`config.mk`:
```
export PLATFORM = sky130hd
export DESIGN_NAME = wrsc_top
export DESIGN_NICKNAME = d
export VERILOG_FILES = /design/src/wrsc_pkg.sv /design/src/wrsc_top.sv
export SDC_FILE = /design/constraint.sdc
export NUM_CORES = 1
export LEC_CHECK = 0
export ABC_AREA = 1
export BUFFER_PORTS_ARGS = -buffer_cell sky130_fd_sc_hd__buf_2
export CORE_MARGIN = 2
export CORE_UTILIZATION = 55
export DETAILED_ROUTE_END_ITERATION = 8
export PLACE_DENSITY = 0.74
export SETUP_SLACK_MARGIN = 0.1
export SYNTH_ARGS = -nofsm -noshare
export SYNTH_HDL_FRONTEND = slang
export SYNTH_SLANG_ARGS = --single-unit
```
`constraint.sdc`:
```
create_clock -name sys_clk -period 7 [get_ports sys_clk]
set_input_delay 0.35 -clock sys_clk [delete_from_list [all_inputs] [get_ports sys_clk]]
set_output_delay 0.35 -clock sys_clk [all_outputs]
set_load 0.05 [all_outputs]
```
`src/wrsc_pkg.sv`:
```
package wrsc_pkg;
    localparam int  CNT_W      = 35;
    localparam int  CODE_W     = 24;
    localparam int  ID_W       = 16;
    localparam int  RDC_W      = 4;
    localparam int  CLK_KHZ    = 40000;
    // Times in milliseconds
    localparam longint T_LOCK_MS  = 3000;
    localparam longint T_WAKE_MS  = 3000;
    localparam longint T_HOLD_MS  = 3000;
    localparam longint T_SEND_MS  = 1000;
    localparam longint T_PROG_MS  = 5000;
    localparam longint T_BOTH_MS  = 2000;
    localparam longint T_BLINK_MS = 250;
    localparam longint T_IDLE_MS  = 600000;
    localparam longint T_BATT_MS  = 120000;
    // Derived cycle counts
    localparam logic [CNT_W-1:0] C_LOCK  = CNT_W'(T_LOCK_MS * CLK_KHZ);
    localparam logic [CNT_W-1:0] C_WAKE  = CNT_W'(T_WAKE_MS * CLK_KHZ);
    localparam logic [CNT_W-1:0] C_HOLD  = CNT_W'(T_HOLD_MS * CLK_KHZ);
    localparam logic [CNT_W-1:0] C_SEND  = CNT_W'(T_SEND_MS * CLK_KHZ);
    localparam logic [CNT_W-1:0] C_PROG  = CNT_W'(T_PROG_MS * CLK_KHZ);
    localparam logic [CNT_W-1:0] C_BOTH  = CNT_W'(T_BOTH_MS * CLK_KHZ);
    localparam logic [CNT_W-1:0] C_BLINK = CNT_W'(T_BLINK_MS * CLK_KHZ);
    localparam logic [CNT_W-1:0] C_IDLE  = CNT_W'(T_IDLE_MS * CLK_KHZ);
    localparam logic [CNT_W-1:0] C_BATT  = CNT_W'(T_BATT_MS * CLK_KHZ);
    localparam logic [CNT_W-1:0] CNT_ZERO = {CNT_W{1'b0}};
    localparam logic [CNT_W-1:0] CNT_ONE  = {{(CNT_W-1){1'b0}}, 1'b1};
    localparam logic [RDC_W-1:0] READ_LIMIT = 4'hA;
    localparam logic [RDC_W-1:0] RDC_ONE    = 4'h1;
    // Programming card: marker in upper byte, identifier below
    localparam int  PROG_MSB   = CODE_W - 1;
    localparam int  PROG_LSB   = ID_W;
    localparam logic [CODE_W-ID_W-1:0] PROG_MARK = 8'hA8;
    localparam logic [ID_W-1:0] ID_ZERO = 16'h0000;

    typedef enum logic [1:0] {ST_LOCK, ST_RUN, ST_SLEEP} wrsc_state_e;

    typedef struct packed {
        logic              strobe;
        logic              complete;
        logic [CODE_W-1:0] value;
    } wrsc_code_s;

    typedef struct packed {
        logic              valid;
        logic              first;
        logic [CODE_W-1:0] data;
    } wrsc_tx_s;
endpackage : wrsc_pkg

```
`src/wrsc_top.sv`:
```
// Notes on behaviour
// - Red 3 s after battery, codes refused
// - Ten idle minutes enter low power
// - Low power: no indicators, no sending
// - Button wakes from low power, red 3 s
// - Low battery: sleep after 2 min/10 reads
// - Red 1 s while sending a code
// - Red 3 s on leaving charging holder
// - Programming card: red 5 s, take identifier
// - Green blinks while any code is read
// - Green and red 2 s after programming
// - Identifier stored, sent first every time
// - Only complete valid codes are sent
`timescale 1ns/1ps
`default_nettype none

module wrsc_sync
(
    // Clock and control
    input  wire logic sys_clk,
    input  wire logic rst_n,
    input  wire logic clk_en,
    // Pin in, stable level out
    input  wire logic d,
    output var  logic q
);
    logic s1_ff;
    logic s2_ff;
    logic s3_ff;
    wire  agree = (s2_ff == s3_ff);

    always_ff @(posedge sys_clk)
    begin
        if (!rst_n)
        begin
            s1_ff <= 1'b0;
            s2_ff <= 1'b0;
            s3_ff <= 1'b0;
            q     <= 1'b0;
        end
        else if (clk_en)
        begin
            s1_ff <= d;
            s2_ff <= s1_ff;
            s3_ff <= s2_ff;
            if (agree)
                q <= s3_ff;
        end
    end
endmodule : wrsc_sync

module wrsc_top
    import wrsc_pkg::*;
#(
    parameter logic [CNT_W-1:0] P_LOCK  = C_LOCK,
    parameter logic [CNT_W-1:0] P_WAKE  = C_WAKE,
    parameter logic [CNT_W-1:0] P_HOLD  = C_HOLD,
    parameter logic [CNT_W-1:0] P_SEND  = C_SEND,
    parameter logic [CNT_W-1:0] P_PROG  = C_PROG,
    parameter logic [CNT_W-1:0] P_BOTH  = C_BOTH,
    parameter logic [CNT_W-1:0] P_BLINK = C_BLINK,
    parameter logic [CNT_W-1:0] P_IDLE  = C_IDLE,
    parameter logic [CNT_W-1:0] P_BATT  = C_BATT
)
(
    // Clock and reset
    input  wire logic             sys_clk,
    input  wire logic             rst_n,
    input  wire logic             clk_en,
    // Pins
    input  wire logic             button_pin,
    input  wire logic             in_holder_pin,
    input  wire logic             batt_low_pin,
    // Code sensor
    input  wire logic             code_reading,
    input  wire wrsc_code_s       code_in,
    // Radio link
    input  wire logic             tx_ready,
    output var  wrsc_tx_s         tx_ff,
    // Identifier store
    input  wire logic [ID_W-1:0]  nv_id,
    output var  logic             nv_we_ff,
    output var  logic [ID_W-1:0]  nv_data_ff,
    // Indicators
    output var  logic             led_red_ff,
    output var  logic             led_green_ff
);
    logic              btn_q;
    logic              hold_q;
    logic              batt_q;
    logic              btn_prev_ff;
    logic              hold_prev_ff;
    wrsc_state_e       state_ff;
    logic [CNT_W-1:0]  red_cnt_ff;
    logic [CNT_W-1:0]  both_cnt_ff;
    logic [CNT_W-1:0]  blink_cnt_ff;
    logic [CNT_W-1:0]  idle_cnt_ff;
    logic [RDC_W-1:0]  read_cnt_ff;
    logic              pend_both_ff;
    logic              blink_ff;
    logic              loaded_ff;
    logic [ID_W-1:0]   id_ff;
    logic [CODE_W-1:0] code_hold_ff;

    wrsc_sync u_btn  (.sys_clk(sys_clk), .rst_n(rst_n), .clk_en(clk_en),
                      .d(button_pin), .q(btn_q));
    wrsc_sync u_hold (.sys_clk(sys_clk), .rst_n(rst_n), .clk_en(clk_en),
                      .d(in_holder_pin), .q(hold_q));
    wrsc_sync u_batt (.sys_clk(sys_clk), .rst_n(rst_n), .clk_en(clk_en),
                      .d(batt_low_pin), .q(batt_q));

    // Event decode
    wire run      = (state_ff == ST_RUN);
    wire sleeping = (state_ff == ST_SLEEP);
    wire btn_press = btn_q && !btn_prev_ff;
    wire hold_out  = !hold_q && hold_prev_ff;
    wire is_prog  = (code_in.value[PROG_MSB:PROG_LSB] == PROG_MARK);
    wire good     = code_in.strobe && code_in.complete;
    wire [CNT_W-1:0] idle_lim = batt_q ? P_BATT : P_IDLE;
    wire idle_hit = (idle_cnt_ff >= idle_lim);
    wire read_hit = batt_q && (read_cnt_ff >= READ_LIMIT);
    wire go_sleep = run && !tx_ff.valid && (idle_hit || read_hit);
    // Entering low power refuses a code seen in the same cycle
    wire accept   = run && good && !tx_ff.valid && !go_sleep;
    wire take_prog = accept && is_prog;
    wire send     = accept && !is_prog;
    wire activity = code_in.strobe || code_reading || btn_press
                    || hold_out;
    wire wake     = sleeping && btn_press;
    wire red_end  = (red_cnt_ff == CNT_ONE);
    wire tx_step  = tx_ff.valid && tx_ready;

    // Next red timer, by priority
    wire [CNT_W-1:0] red_dec = (red_cnt_ff != CNT_ZERO) ?
                               red_cnt_ff - CNT_ONE : CNT_ZERO;
    wire [CNT_W-1:0] nxt_red =
        go_sleep  ? CNT_ZERO :
        wake      ? P_WAKE   :
        take_prog ? P_PROG   :
        send      ? P_SEND   :
        (run && hold_out) ? P_HOLD : red_dec;
    wire [CNT_W-1:0] nxt_both =
        go_sleep ? CNT_ZERO :
        (pend_both_ff && red_end) ? P_BOTH :
        (both_cnt_ff != CNT_ZERO) ? both_cnt_ff - CNT_ONE : CNT_ZERO;
    wire blink_wrap = (blink_cnt_ff >= P_BLINK - CNT_ONE);
    wire nxt_red_led = !go_sleep && (nxt_red != CNT_ZERO
                       || nxt_both != CNT_ZERO);
    wire nxt_green_led = !go_sleep && !sleeping &&
                         (nxt_both != CNT_ZERO ||
                          (code_reading && blink_ff));

    wire wrsc_state_e nxt_state =
        (state_ff == ST_LOCK && red_cnt_ff <= CNT_ONE) ? ST_RUN :
        go_sleep ? ST_SLEEP :
        wake     ? ST_RUN   : state_ff;

    wire wrsc_tx_s nxt_tx =
        send ? wrsc_tx_s'{valid: 1'b1, first: 1'b1,
                 data: {{(CODE_W-ID_W){1'b0}}, id_ff}} :
        (tx_step && tx_ff.first) ?
               wrsc_tx_s'{valid: 1'b1, first: 1'b0, data: code_hold_ff} :
        tx_step ? wrsc_tx_s'{valid: 1'b0, first: 1'b0, data: tx_ff.data}
                : tx_ff;

    always_ff @(posedge sys_clk)
    begin
        if (!rst_n)
        begin
            state_ff     <= ST_LOCK;
            red_cnt_ff   <= P_LOCK;
            both_cnt_ff  <= CNT_ZERO;
            pend_both_ff <= 1'b0;
            led_red_ff   <= 1'b1;
            led_green_ff <= 1'b0;
            tx_ff        <= '0;
            btn_prev_ff  <= 1'b0;
            hold_prev_ff <= 1'b0;
        end
        else if (clk_en)
        begin
            state_ff     <= nxt_state;
            red_cnt_ff   <= nxt_red;
            both_cnt_ff  <= nxt_both;
            pend_both_ff <= take_prog || (pend_both_ff && !red_end
                            && !go_sleep && !send && !wake);
            led_red_ff   <= nxt_red_led;
            led_green_ff <= nxt_green_led;
            tx_ff        <= nxt_tx;
            btn_prev_ff  <= btn_q;
            hold_prev_ff <= hold_q;
        end
    end

    // Idle, read counting, blink
    always_ff @(posedge sys_clk)
    begin
        if (!rst_n)
        begin
            idle_cnt_ff  <= CNT_ZERO;
            read_cnt_ff  <= '0;
            blink_cnt_ff <= CNT_ZERO;
            blink_ff     <= 1'b0;
        end
        else if (clk_en)
        begin
            if (!run || activity)
                idle_cnt_ff <= CNT_ZERO;
            else if (!idle_hit)
                idle_cnt_ff <= idle_cnt_ff + CNT_ONE;
            if (wake || !batt_q)
                read_cnt_ff <= '0;
            else if (accept && !read_hit)
                read_cnt_ff <= read_cnt_ff + RDC_ONE;
            if (!code_reading || blink_wrap)
                blink_cnt_ff <= CNT_ZERO;
            else
                blink_cnt_ff <= blink_cnt_ff + CNT_ONE;
            if (!code_reading)
                blink_ff <= 1'b1;
            else if (blink_wrap)
                blink_ff <= !blink_ff;
        end
    end

    // Identifier: restored from store, kept across reset
    always_ff @(posedge sys_clk)
    begin
        if (!rst_n)
        begin
            loaded_ff  <= 1'b0;
            nv_we_ff   <= 1'b0;
            nv_data_ff <= ID_ZERO;
        end
        else if (clk_en)
        begin
            loaded_ff <= 1'b1;
            nv_we_ff  <= take_prog;
            if (!loaded_ff)
                id_ff <= nv_id;
            else if (take_prog)
            begin
                id_ff      <= code_in.value[ID_W-1:0];
                nv_data_ff <= code_in.value[ID_W-1:0];
            end
            if (send)
                code_hold_ff <= code_in.value;
        end
    end
endmodule : wrsc_top

`default_nettype wire

```
Word level (Yosys, flattened, before mapping)
Cells that the tools add are included.
- bits in registers: 248
- bits of input ports: 50
- add/subtract/negate cells: 5
- order comparisons: 4
- equality and inequality tests: 10
- multiplexer cells: 25
- reduce and logical (&&, ||, !) cells: 71
- operators by type and width (cell ; number):
    35-bit two-way mux ; 13
    35-bit nonzero test ; 4
    26-bit two-way mux ; 3
    35-bit by 1-bit adder with 35-bit output, second input constant ; 2
    35-bit by 1-bit subtractor with 35-bit output, second input constant ; 2
    35-bit by 1-bit == test with 1-bit output, second input constant ; 1
    35-bit by 24-bit greater-or-equal comparator with 1-bit output, second input constant ; 1
    35-bit greater-or-equal comparator ; 1
    35-bit by 1-bit <= comparator with 1-bit output, second input constant ; 1
    16-bit two-way mux ; 2
    1-bit logical AND ; 26
    2-bit AND reduction ; 9
    1-bit logical NOT ; 14
    1-bit logical OR ; 10
    3-bit AND reduction ; 3
    8-bit == test, second input constant ; 1
    4-bit two-way mux ; 2
    2-bit two-way mux ; 3
    2-bit by 1-bit != test with 1-bit output, second input constant ; 3
    3-bit nonzero test ; 2
    4-bit by 1-bit adder with 4-bit output, second input constant ; 1
    4-bit greater-or-equal comparator, second input constant ; 1
    2-bit nonzero test ; 2
    1-bit == test ; 3
    other kinds (4) ; 5

Depth between registers and ports, before layout
Gate-level depths: netlist (run 1).
- depth after elaboration: 14
- gate-level depth with buffers: 21
- gate-level depth less buffers: 20

Modules after synthesis
From an unflattened synthesis (run 1), not the netlist that was laid out.
- cell total of the unflattened synthesis: 1914
- area total of the unflattened synthesis: 13299.0 um2
- modules (own cells, without submodules) (module ; instances ; cells each ; area each (um2)):
    wrsc_top ; 1 ; 1857 ; 12867.3
    wrsc_sync ; 3 ; 19 ; 143.9

Worst setup path after synthesis (run 1)
No wires, ideal clock.
- kind: reg2reg
- start: register u_batt.q
- end: register code_hold_ff[0] (enable)
- arrival: 2.663 ns
- slack: 3.930 ns
- stages on the path, launching flop included: 12
- path buffers: 0
- path through: dfxtp_1 > inv_1 > ha_1 > nand2_1 > nand3_1 > nand2_1 > nand2_1 > nand2_2 > nand2_2 > nor2_4 > nand4_4 > nor2_1
- cells in the longest elaborated chain, start to end: 8
- elaborated cells between the ends (all ways): 9
- RTL lines (item ; RTL line ; source):
    start, declared ; wrsc_top.sv:25 ; output var logic q
    start signal, assigned ; wrsc_top.sv:39 ; q <= 1'b0;
    start signal, assigned ; wrsc_top.sv:47 ; q <= s3_ff;
    35-bit two-way mux ; wrsc_top.sv:119 ; wire [CNT_W-1:0] idle_lim = batt_q ? P_BATT : P_IDLE;
    35-bit greater-or-equal comparator ; wrsc_top.sv:120 ; wire idle_hit = (idle_cnt_ff >= idle_lim);
    1-bit logical OR (*) ; wrsc_top.sv:122 ; wire go_sleep = run && !tx_ff.valid && (idle_hit || read_hit);
    1-bit logical AND (*) ; wrsc_top.sv:122 ;
    1-bit logical NOT (*) ; wrsc_top.sv:124 ; wire accept = run && good && !tx_ff.valid && !go_sleep;
    1-bit logical AND (*) ; wrsc_top.sv:124 ;
    1-bit logical AND (*) ; wrsc_top.sv:126 ; wire send = accept && !is_prog;
    3-bit AND reduction (no line) (*) ; - ;
    end signal, assigned ; wrsc_top.sv:247 ; code_hold_ff <= code_in.value;
    end, declared ; wrsc_top.sv:103 ; logic [CODE_W-1:0] code_hold_ff;
Every way passes the cells marked *; elsewhere a longest branch is shown, timed or not.
A chain may end at the register's enable or synchronous reset.

Worst setup path after layout (run 1)
- start: register u_batt.q
- end: register nv_data_ff[5]
- cells in the longest elaborated chain, start to end: 8
- elaborated cells between the ends (all ways): 9
- RTL lines (item ; RTL line ; source):
    35-bit two-way mux ; wrsc_top.sv:119 ;
    35-bit greater-or-equal comparator ; wrsc_top.sv:120 ;
    1-bit logical OR (*) ; wrsc_top.sv:122 ;
    1-bit logical AND (*) ; wrsc_top.sv:122 ;
    1-bit logical NOT (*) ; wrsc_top.sv:124 ;
    1-bit logical AND (*) ; wrsc_top.sv:124 ;
    1-bit logical AND (*) ; wrsc_top.sv:125 ; wire take_prog = accept && is_prog;
    3-bit AND reduction (no line) (*) ; - ;
    end signal, assigned ; wrsc_top.sv:244 ; nv_data_ff <= code_in.value[ID_W-1:0];
    end, declared ; wrsc_top.sv:83 ; output var logic [ID_W-1:0] nv_data_ff,
Marks and branches as above.

==> results.toml, run 1 <==
[logic_synthesis]
yosysSeqAreaShare_pct = 41.9
synth.net_count = 1884
synthTopCellsByArea = "dfxtp_1 32%, nand2_1 13%, edfxtp_1 9.4%, nor2_1 7.6%, inv_1 5.9%"
synth_fa_ha_area_share_pct = 1.76
yosysUniqueCellTypes = 53
synth_top_family_by_area = "simple AND/OR/NAND/NOR gates"
ys.flop_type = "dfxtp_1"
ys_seq_elements = 248
synth_compound_area_share_pct = 12.8
synth-edff-count = 40
synthArstFlopShare_pct = 0
ys.warnings.count = 0
synth-simple-area-share_pct = 31.8
yosys.area.top_type = "dfxtp_1"
synth_mux_area_share_pct = 0
synth_xor_area_share_pct = 3.89
avgSynthCellArea_um2 = 7.06
syn_inst = 1816
syn_area_um2 = 12800
yosysTopAreaCellShare_pct = 32.5

[detailed_routing]
vias = 12200
dr.pass1.iters = 5
route.detailed.wl_per_inst_um = 14.9
route.detailed.drc = 0
wl_um = 33500
first_iter_violations = 846
via_per_inst = 5.42
antenna_left = 0

[sta]
finalHoldViolCount = 0
finalMaxSlewViolations = 0
period_minus_slack_ns = 3.49
fin_ws_ns = 3.51
fmax_mhz = 286
hold-worst-slack_ns = 0.00901
relSlewSlack_pct = 35.1
finalSetupViolCount = 0
setup_tns_ns = 0
fin_crit_sh_pct = 49.9
fin_worst_skew_ns = 0.0146
rsz0062_at_grt = "no"
worst_pin_slew_ns = 0.971

[cells_and_area]
layout_commonest_cell = "nand2_1"
drive_gt1_share_pct = 10.1
layout_common_cells = "449 x nand2_1, 258 x nor2_1, 208 x dfxtp_1"
syn_to_final_growth_pct = 14.0
num-nets-final = 1981
final_util_pct = 64.1
antennaDiodeCount = 0

[placement]
hpwlAfterDp_um = 24000
port_buffers = 94
gp_congestion = 1.01
preCtsSetupSlack_ns = 3.51

[power_and_ir_drop]
cell_internal_pwr_uw = 2880
clock_power_share_pct = 31.0
power.switching_uw = 1730
power.density_nw_per_um2 = 316
combPwrFrac_pct = 33.5
p_seq_share_pct = 35.5
ir_worst_vdd_mv = 0.194
leakage_uw = 0.00620
swShare_pct = 37.5
p_total_uw = 4610

[floorplanning]
io_pins = 95
die_y_um = 157
core_um2 = 22800
die_w_um = 157
start_util_pct = 56.3
dieArea_um2 = 24500
placementRows = 55

[min_path]
hp-class = "in2reg"
min_from = "code_in[22]"

[global_routing]
grt_usage_pct = 27.4
grt_pass1_wl_um = 55200
grt_pass1_vias = 11300
antenna_found_initial = 0
overflow = 0
grt_max_degree = 55

[setup_path]
required_ns = 7.40
crit_arrival_ns = 3.89
r2r-start = "u_batt.q$_SDFFE_PN0P_"
crit_fanout = 32
worst-setup-path-type = "reg2reg"
cp-start-kind = "flop"
end_kind = "flop"
crit_start = "u_batt.q$_SDFFE_PN0P_"

[clocking]
cts_tree = "built"
cts_buffers = 27
cts.sinks = 248
clock_latency_ns = 0.55
ctsRootBufferMaster = "clkbuf_16"
clk_pin_slew_worst_paths_ns = 0.06
htree_levels = 1
clock_path_buffers = 3
ctsResizeCount = 0

[job]
maxCapViolCount = 0

[run_status]
status = "finished, final reports clean"
==> per-layer routing <==
metal	routed length, µm	track usage, %
met1	14800	36.3
met2	15200	45.2
met3	2640	5.40
met4	882	8.61
met5	0	0
==> state kept, by name, indices dropped and copies added, names as in the netlist, 2 cells and up <==
name and flops:
blink_cnt_ff 35, both_cnt_ff 35, code_hold_ff 24, id_ff 16, idle_cnt_ff 35, nv_data_ff 16
read_cnt_ff 4, red_cnt_ff 35, state_ff 2, tx_ff 26
==> layout make-up <==
cell class,instances,area [µm²]
fill,2024,8170
multi-input combinational,1303,6440
sequential,248,5370
inverter,212,796
clock buffer,34,732
timing repair buffer,121,718
tap,313,392
clock inverter,16,165
==> path summary, 6_finish.rpt <==
kind	to	slack, ns	cells after the start
setup / recovery	nv_data_ff[5]$_SDFFE_PN0P_	3.51	14
hold / removal	code_hold_ff[22]$_DFFE_PP_	0.009	1
setup reg to reg	nv_data_ff[5]$_SDFFE_PN0P_	3.51	14
hold reg to reg	nv_data_ff[2]$_SDFFE_PN0P_	0.45	2
==> cell usage after synthesis (all sizes together) (4+ instances only) <==
cell / count
a21oi: 60
a221oi: 6
a22oi: 4
a31oi: 17
a32o: 13
buf: 14
clkbuf: 39
dfxtp: 208
edfxtp: 40
ha: 18
inv: 209
nand2: 453
nand3: 123
nand4: 37
nor2: 273
nor3: 34
nor4: 17
o211ai: 7
o21ai: 138
o22ai: 21
xor2: 54
==> metrics by stage <==
stage / std cells / cell area, µm²
5_1_grt: 2247 / 14600
3_5_place_dp: 2179 / 13500
3_3_place_gp: 2179 / 13500
2_1_floorplan: 1816 / 12800
4_1_cts: 2247 / 14600
6_report: 2247 / 14600
==> power by group through the flow <==
| stage | sequential [µW] | clock, µW | combinational [µW] |
|---|---|---|---|
| final | 1640 | 1430 | 1550 |
| after global routing | 1650 | 1520 | 1740 |
| after CTS | 1640 | 1460 | 1530 |
| after detailed placement | 1660 | 0 | 1520 |
| after global placement | 1660 | 0 | 1500 |
| after floorplan | 1640 | 0 | 1200 |
==> critical path, cell delays in order (launching register included) <==
cell	delay, ns
dfxtp_1	0.51
inv_1	0.19
ha_1	0.34
nand2_1	0.06
nand3_1	0.07
nand2_1	0.07
nand2_1	0.08
nand2_2	0.09
nand2_2	0.06
nor2_4	0.18
nand4_1	0.26
inv_1	0.19
nand3_1	0.68
o21ai_0	0.47
a21oi_1	0.08
==> timing repair <==
item / in CTS / in global routing
setup endpoints to repair: 0 / 0
setup buffers: 0 / 0
hold endpoints to repair: 18 / 0
hold buffers: 18 / 0
==> cell families after synthesis <==
group	count (synthesis)
flops	248
fa+ha+maj	18
xor+xnor	57
simple gates	947
compound gates	281
buf+inv	265
No activity file was read; power rests on OpenSTA's default activity.
==> run 2, diff against run 1 <==
clock period = 3.6 ns   (was 7 ns; I/O delays follow)
==> run 2 against run 1 <==
Global-route usage increased by 1.4 points. Clock skew decreased by 0.0040 ns. Cell count increased by 1.5%. Core utilization increased by 1.3 points. Sequential share of layout area decreased by 0.73 points. Routed wire length increased by 4.1%. Critical path type unchanged. Critical endpoint is now led_green_ff$_SDFFE_PN0P_. Largest power group unchanged.
==> results.toml, run 2 (synthesis gave the netlist of run 1 again) <==
[clocking]
htree_levels = 1
cts_setup_buffers = 0
clk_pin_slew_worst_paths_ns = 0.06
ctsRootBufferMaster = "clkbuf_16"
cts_buffers = 27
cts.sinks = 248
clock_path_buffers = 3
cts_tree = "built"
clock_latency_ns = 0.54

[sta]
setup_tns_ns = 0
period_minus_slack_ns = 3.01
rsz0062_at_grt = "no"
fmax_mhz = 332
finalHoldViolCount = 0
relSlewSlack_pct = 47.2
worst_pin_slew_ns = 0.792
fin_worst_skew_ns = 0.0106
fin_crit_sh_pct = 83.5
finalSetupViolCount = 0
finalMaxSlewViolations = 0
hold-worst-slack_ns = 0.113

[cells_and_area]
syn_to_final_growth_pct = 16.3
layout.cells.non_filler = 2280
antennaDiodeCount = 0
final_util_pct = 65.4
layout_commonest_cell = "nand2_1"
stdcell_area_um2 = 14900
num-nets-final = 2014
layout_common_cells = "449 x nand2_1, 258 x nor2_1, 208 x dfxtp_1"
drive_gt1_share_pct = 9.86

[placement]
port_buffers = 94
hpwlAfterDp_um = 24600
gp_congestion = 0.928
dp_cells = 2186
post_dp_cell_area_um2 = 13600

[min_path]
hold_depth = 4
min_from = "code_reading"
hp-class = "in2reg"
holdPathEnd = "blink_ff$_SDFFE_PN0P_"

[setup_path]
rr_worst_depth = 18
end_kind = "flop"
r2r-end = "led_green_ff$_SDFFE_PN0P_"
crit_arrival_ns = 3.44
cp-start-kind = "flop"
required_ns = 4.03
r2r-start = "u_batt.q$_SDFFE_PN0P_"
worst-setup-path-type = "reg2reg"
crit_fanout = 16
regToRegSetupSlack_ns = 0.59

[global_routing]
grt_usage_pct = 28.8
overflow = 0
antenna_found_initial = 0
grt_pass1_vias = 11900
grt_max_degree = 45
grt_pass1_wl_um = 58300

[power_and_ir_drop]
swShare_pct = 37.1
power.density_nw_per_um2 = 604
p_seq_share_pct = 35.4
combPwrFrac_pct = 33.9
ir_worst_vdd_mv = 0.438
leakage_uw = 0.00634
clock_power_share_pct = 30.8
cell_internal_pwr_uw = 5670
power.switching_uw = 3340

[job]
maxCapViolCount = 0

[detailed_routing]
wl_um = 34900
route.detailed.wl_per_inst_um = 15.3
antenna_left = 0
via_per_inst = 5.45
first_iter_violations = 951
vias = 12400
route.detailed.drc = 0
dr.pass1.iters = 7

[floorplanning]
io_pins = 95
placementRows = 55
die_w_um = 157
core_um2 = 22800
start_util_pct = 56.3
die_y_um = 157
dieArea_um2 = 24500

[run_status]
status = "finished, final reports clean"
[run 2: cell count changes in the layout (fill, tap and decap cells not counted), sizes merged]
cell	delta
clkinvlp	-4
buf	+7
clkbuf	+4
dlygate4sd3	+26
inv	-2
bufinv	+1
clkinv	+1
[run 2: metrics by stage]
step	setup slack (ns)	power (µW)
final	0.592	9010
after global routing	0.317	9660
after CTS	0.634	9020
after detailed placement	0.645	6190
after global placement	0.765	6170
after floorplan	0.530	5520
[run 2: worst max-delay path by stage]
| stage | depth (start not counted) | startpoint | slack, ns | to |
|---|---|---|---|---|
| 6_report | 18 | u_batt.q$_SDFFE_PN0P_ | 0.59 | led_green_ff$_SDFFE_PN0P_ |
| 5_1_grt | 18 | u_batt.q$_SDFFE_PN0P_ | 0.32 | led_green_ff$_SDFFE_PN0P_ |
| 3_3_place_gp | 18 | u_batt.q$_SDFFE_PN0P_ | 0.76 | led_red_ff$_SDFFE_PN1P_ |
| 4_1_cts | 18 | u_batt.q$_SDFFE_PN0P_ | 0.63 | led_red_ff$_SDFFE_PN1P_ |
| 3_5_place_dp | 18 | u_batt.q$_SDFFE_PN0P_ | 0.64 | led_red_ff$_SDFFE_PN1P_ |
| 2_1_floorplan | 11 | u_batt.q$_SDFFE_PN0P_ | 0.53 | code_hold_ff[0]$_DFFE_PP_ |
[run 2: critical path, stage by stage (launching register included)]
cell	delay [ns]
dfxtp_1	0.53
inv_1	0.19
ha_1	0.33
nand2_1	0.07
inv_1	0.06
nand2_1	0.04
nor2_1	0.21
nand2_2	0.11
nand4_2	0.15
nand2_1	0.21
buf_4	0.26
nand2_1	0.10
nand3_1	0.07
nor2_1	0.11
nand3_1	0.08
nor2_1	0.18
nand2_1	0.09
nand3_1	0.08
nand2_1	0.05
[run 2: timing repair]
action | 4_1_cts | 5_1_grt
hold buffers | 44 | 0
resized for setup | 0 | 0
endpoints found under the hold margin | 61 | 0
[run 2: cell type report]
| class | instances | area [µm²] |
|---|---|---|
| inverters | 212 | 796 |
| flip-flops and latches | 248 | 5370 |
| repair buffers | 154 | 1030 |
| fillers | 1980 | 7870 |
| multi-input cells | 1303 | 6440 |
| clock inverters | 12 | 145 |
| clock buffers | 38 | 737 |
| well taps | 313 | 392 |
[run 2: routing by layer]
layer,GRT usage (%),vias to the layer above,part of all wire [%]
met1,38.4,5693,45
met2,47.5,444,45
met3,6.01,63,7.7
met4,8.08,0,2.3
met5,0,-,0
li1,-,6235,-
[run 2: power groups by stage]
stage | logic, µW | clock network, µW | registers (µW)
after floorplan | 2330 | 0 | 3190
after global placement | 2930 | 0 | 3240
final | 3050 | 2770 | 3180
after global routing | 3520 | 2930 | 3210
after CTS | 3020 | 2820 | 3180
after detailed placement | 2950 | 0 | 3240
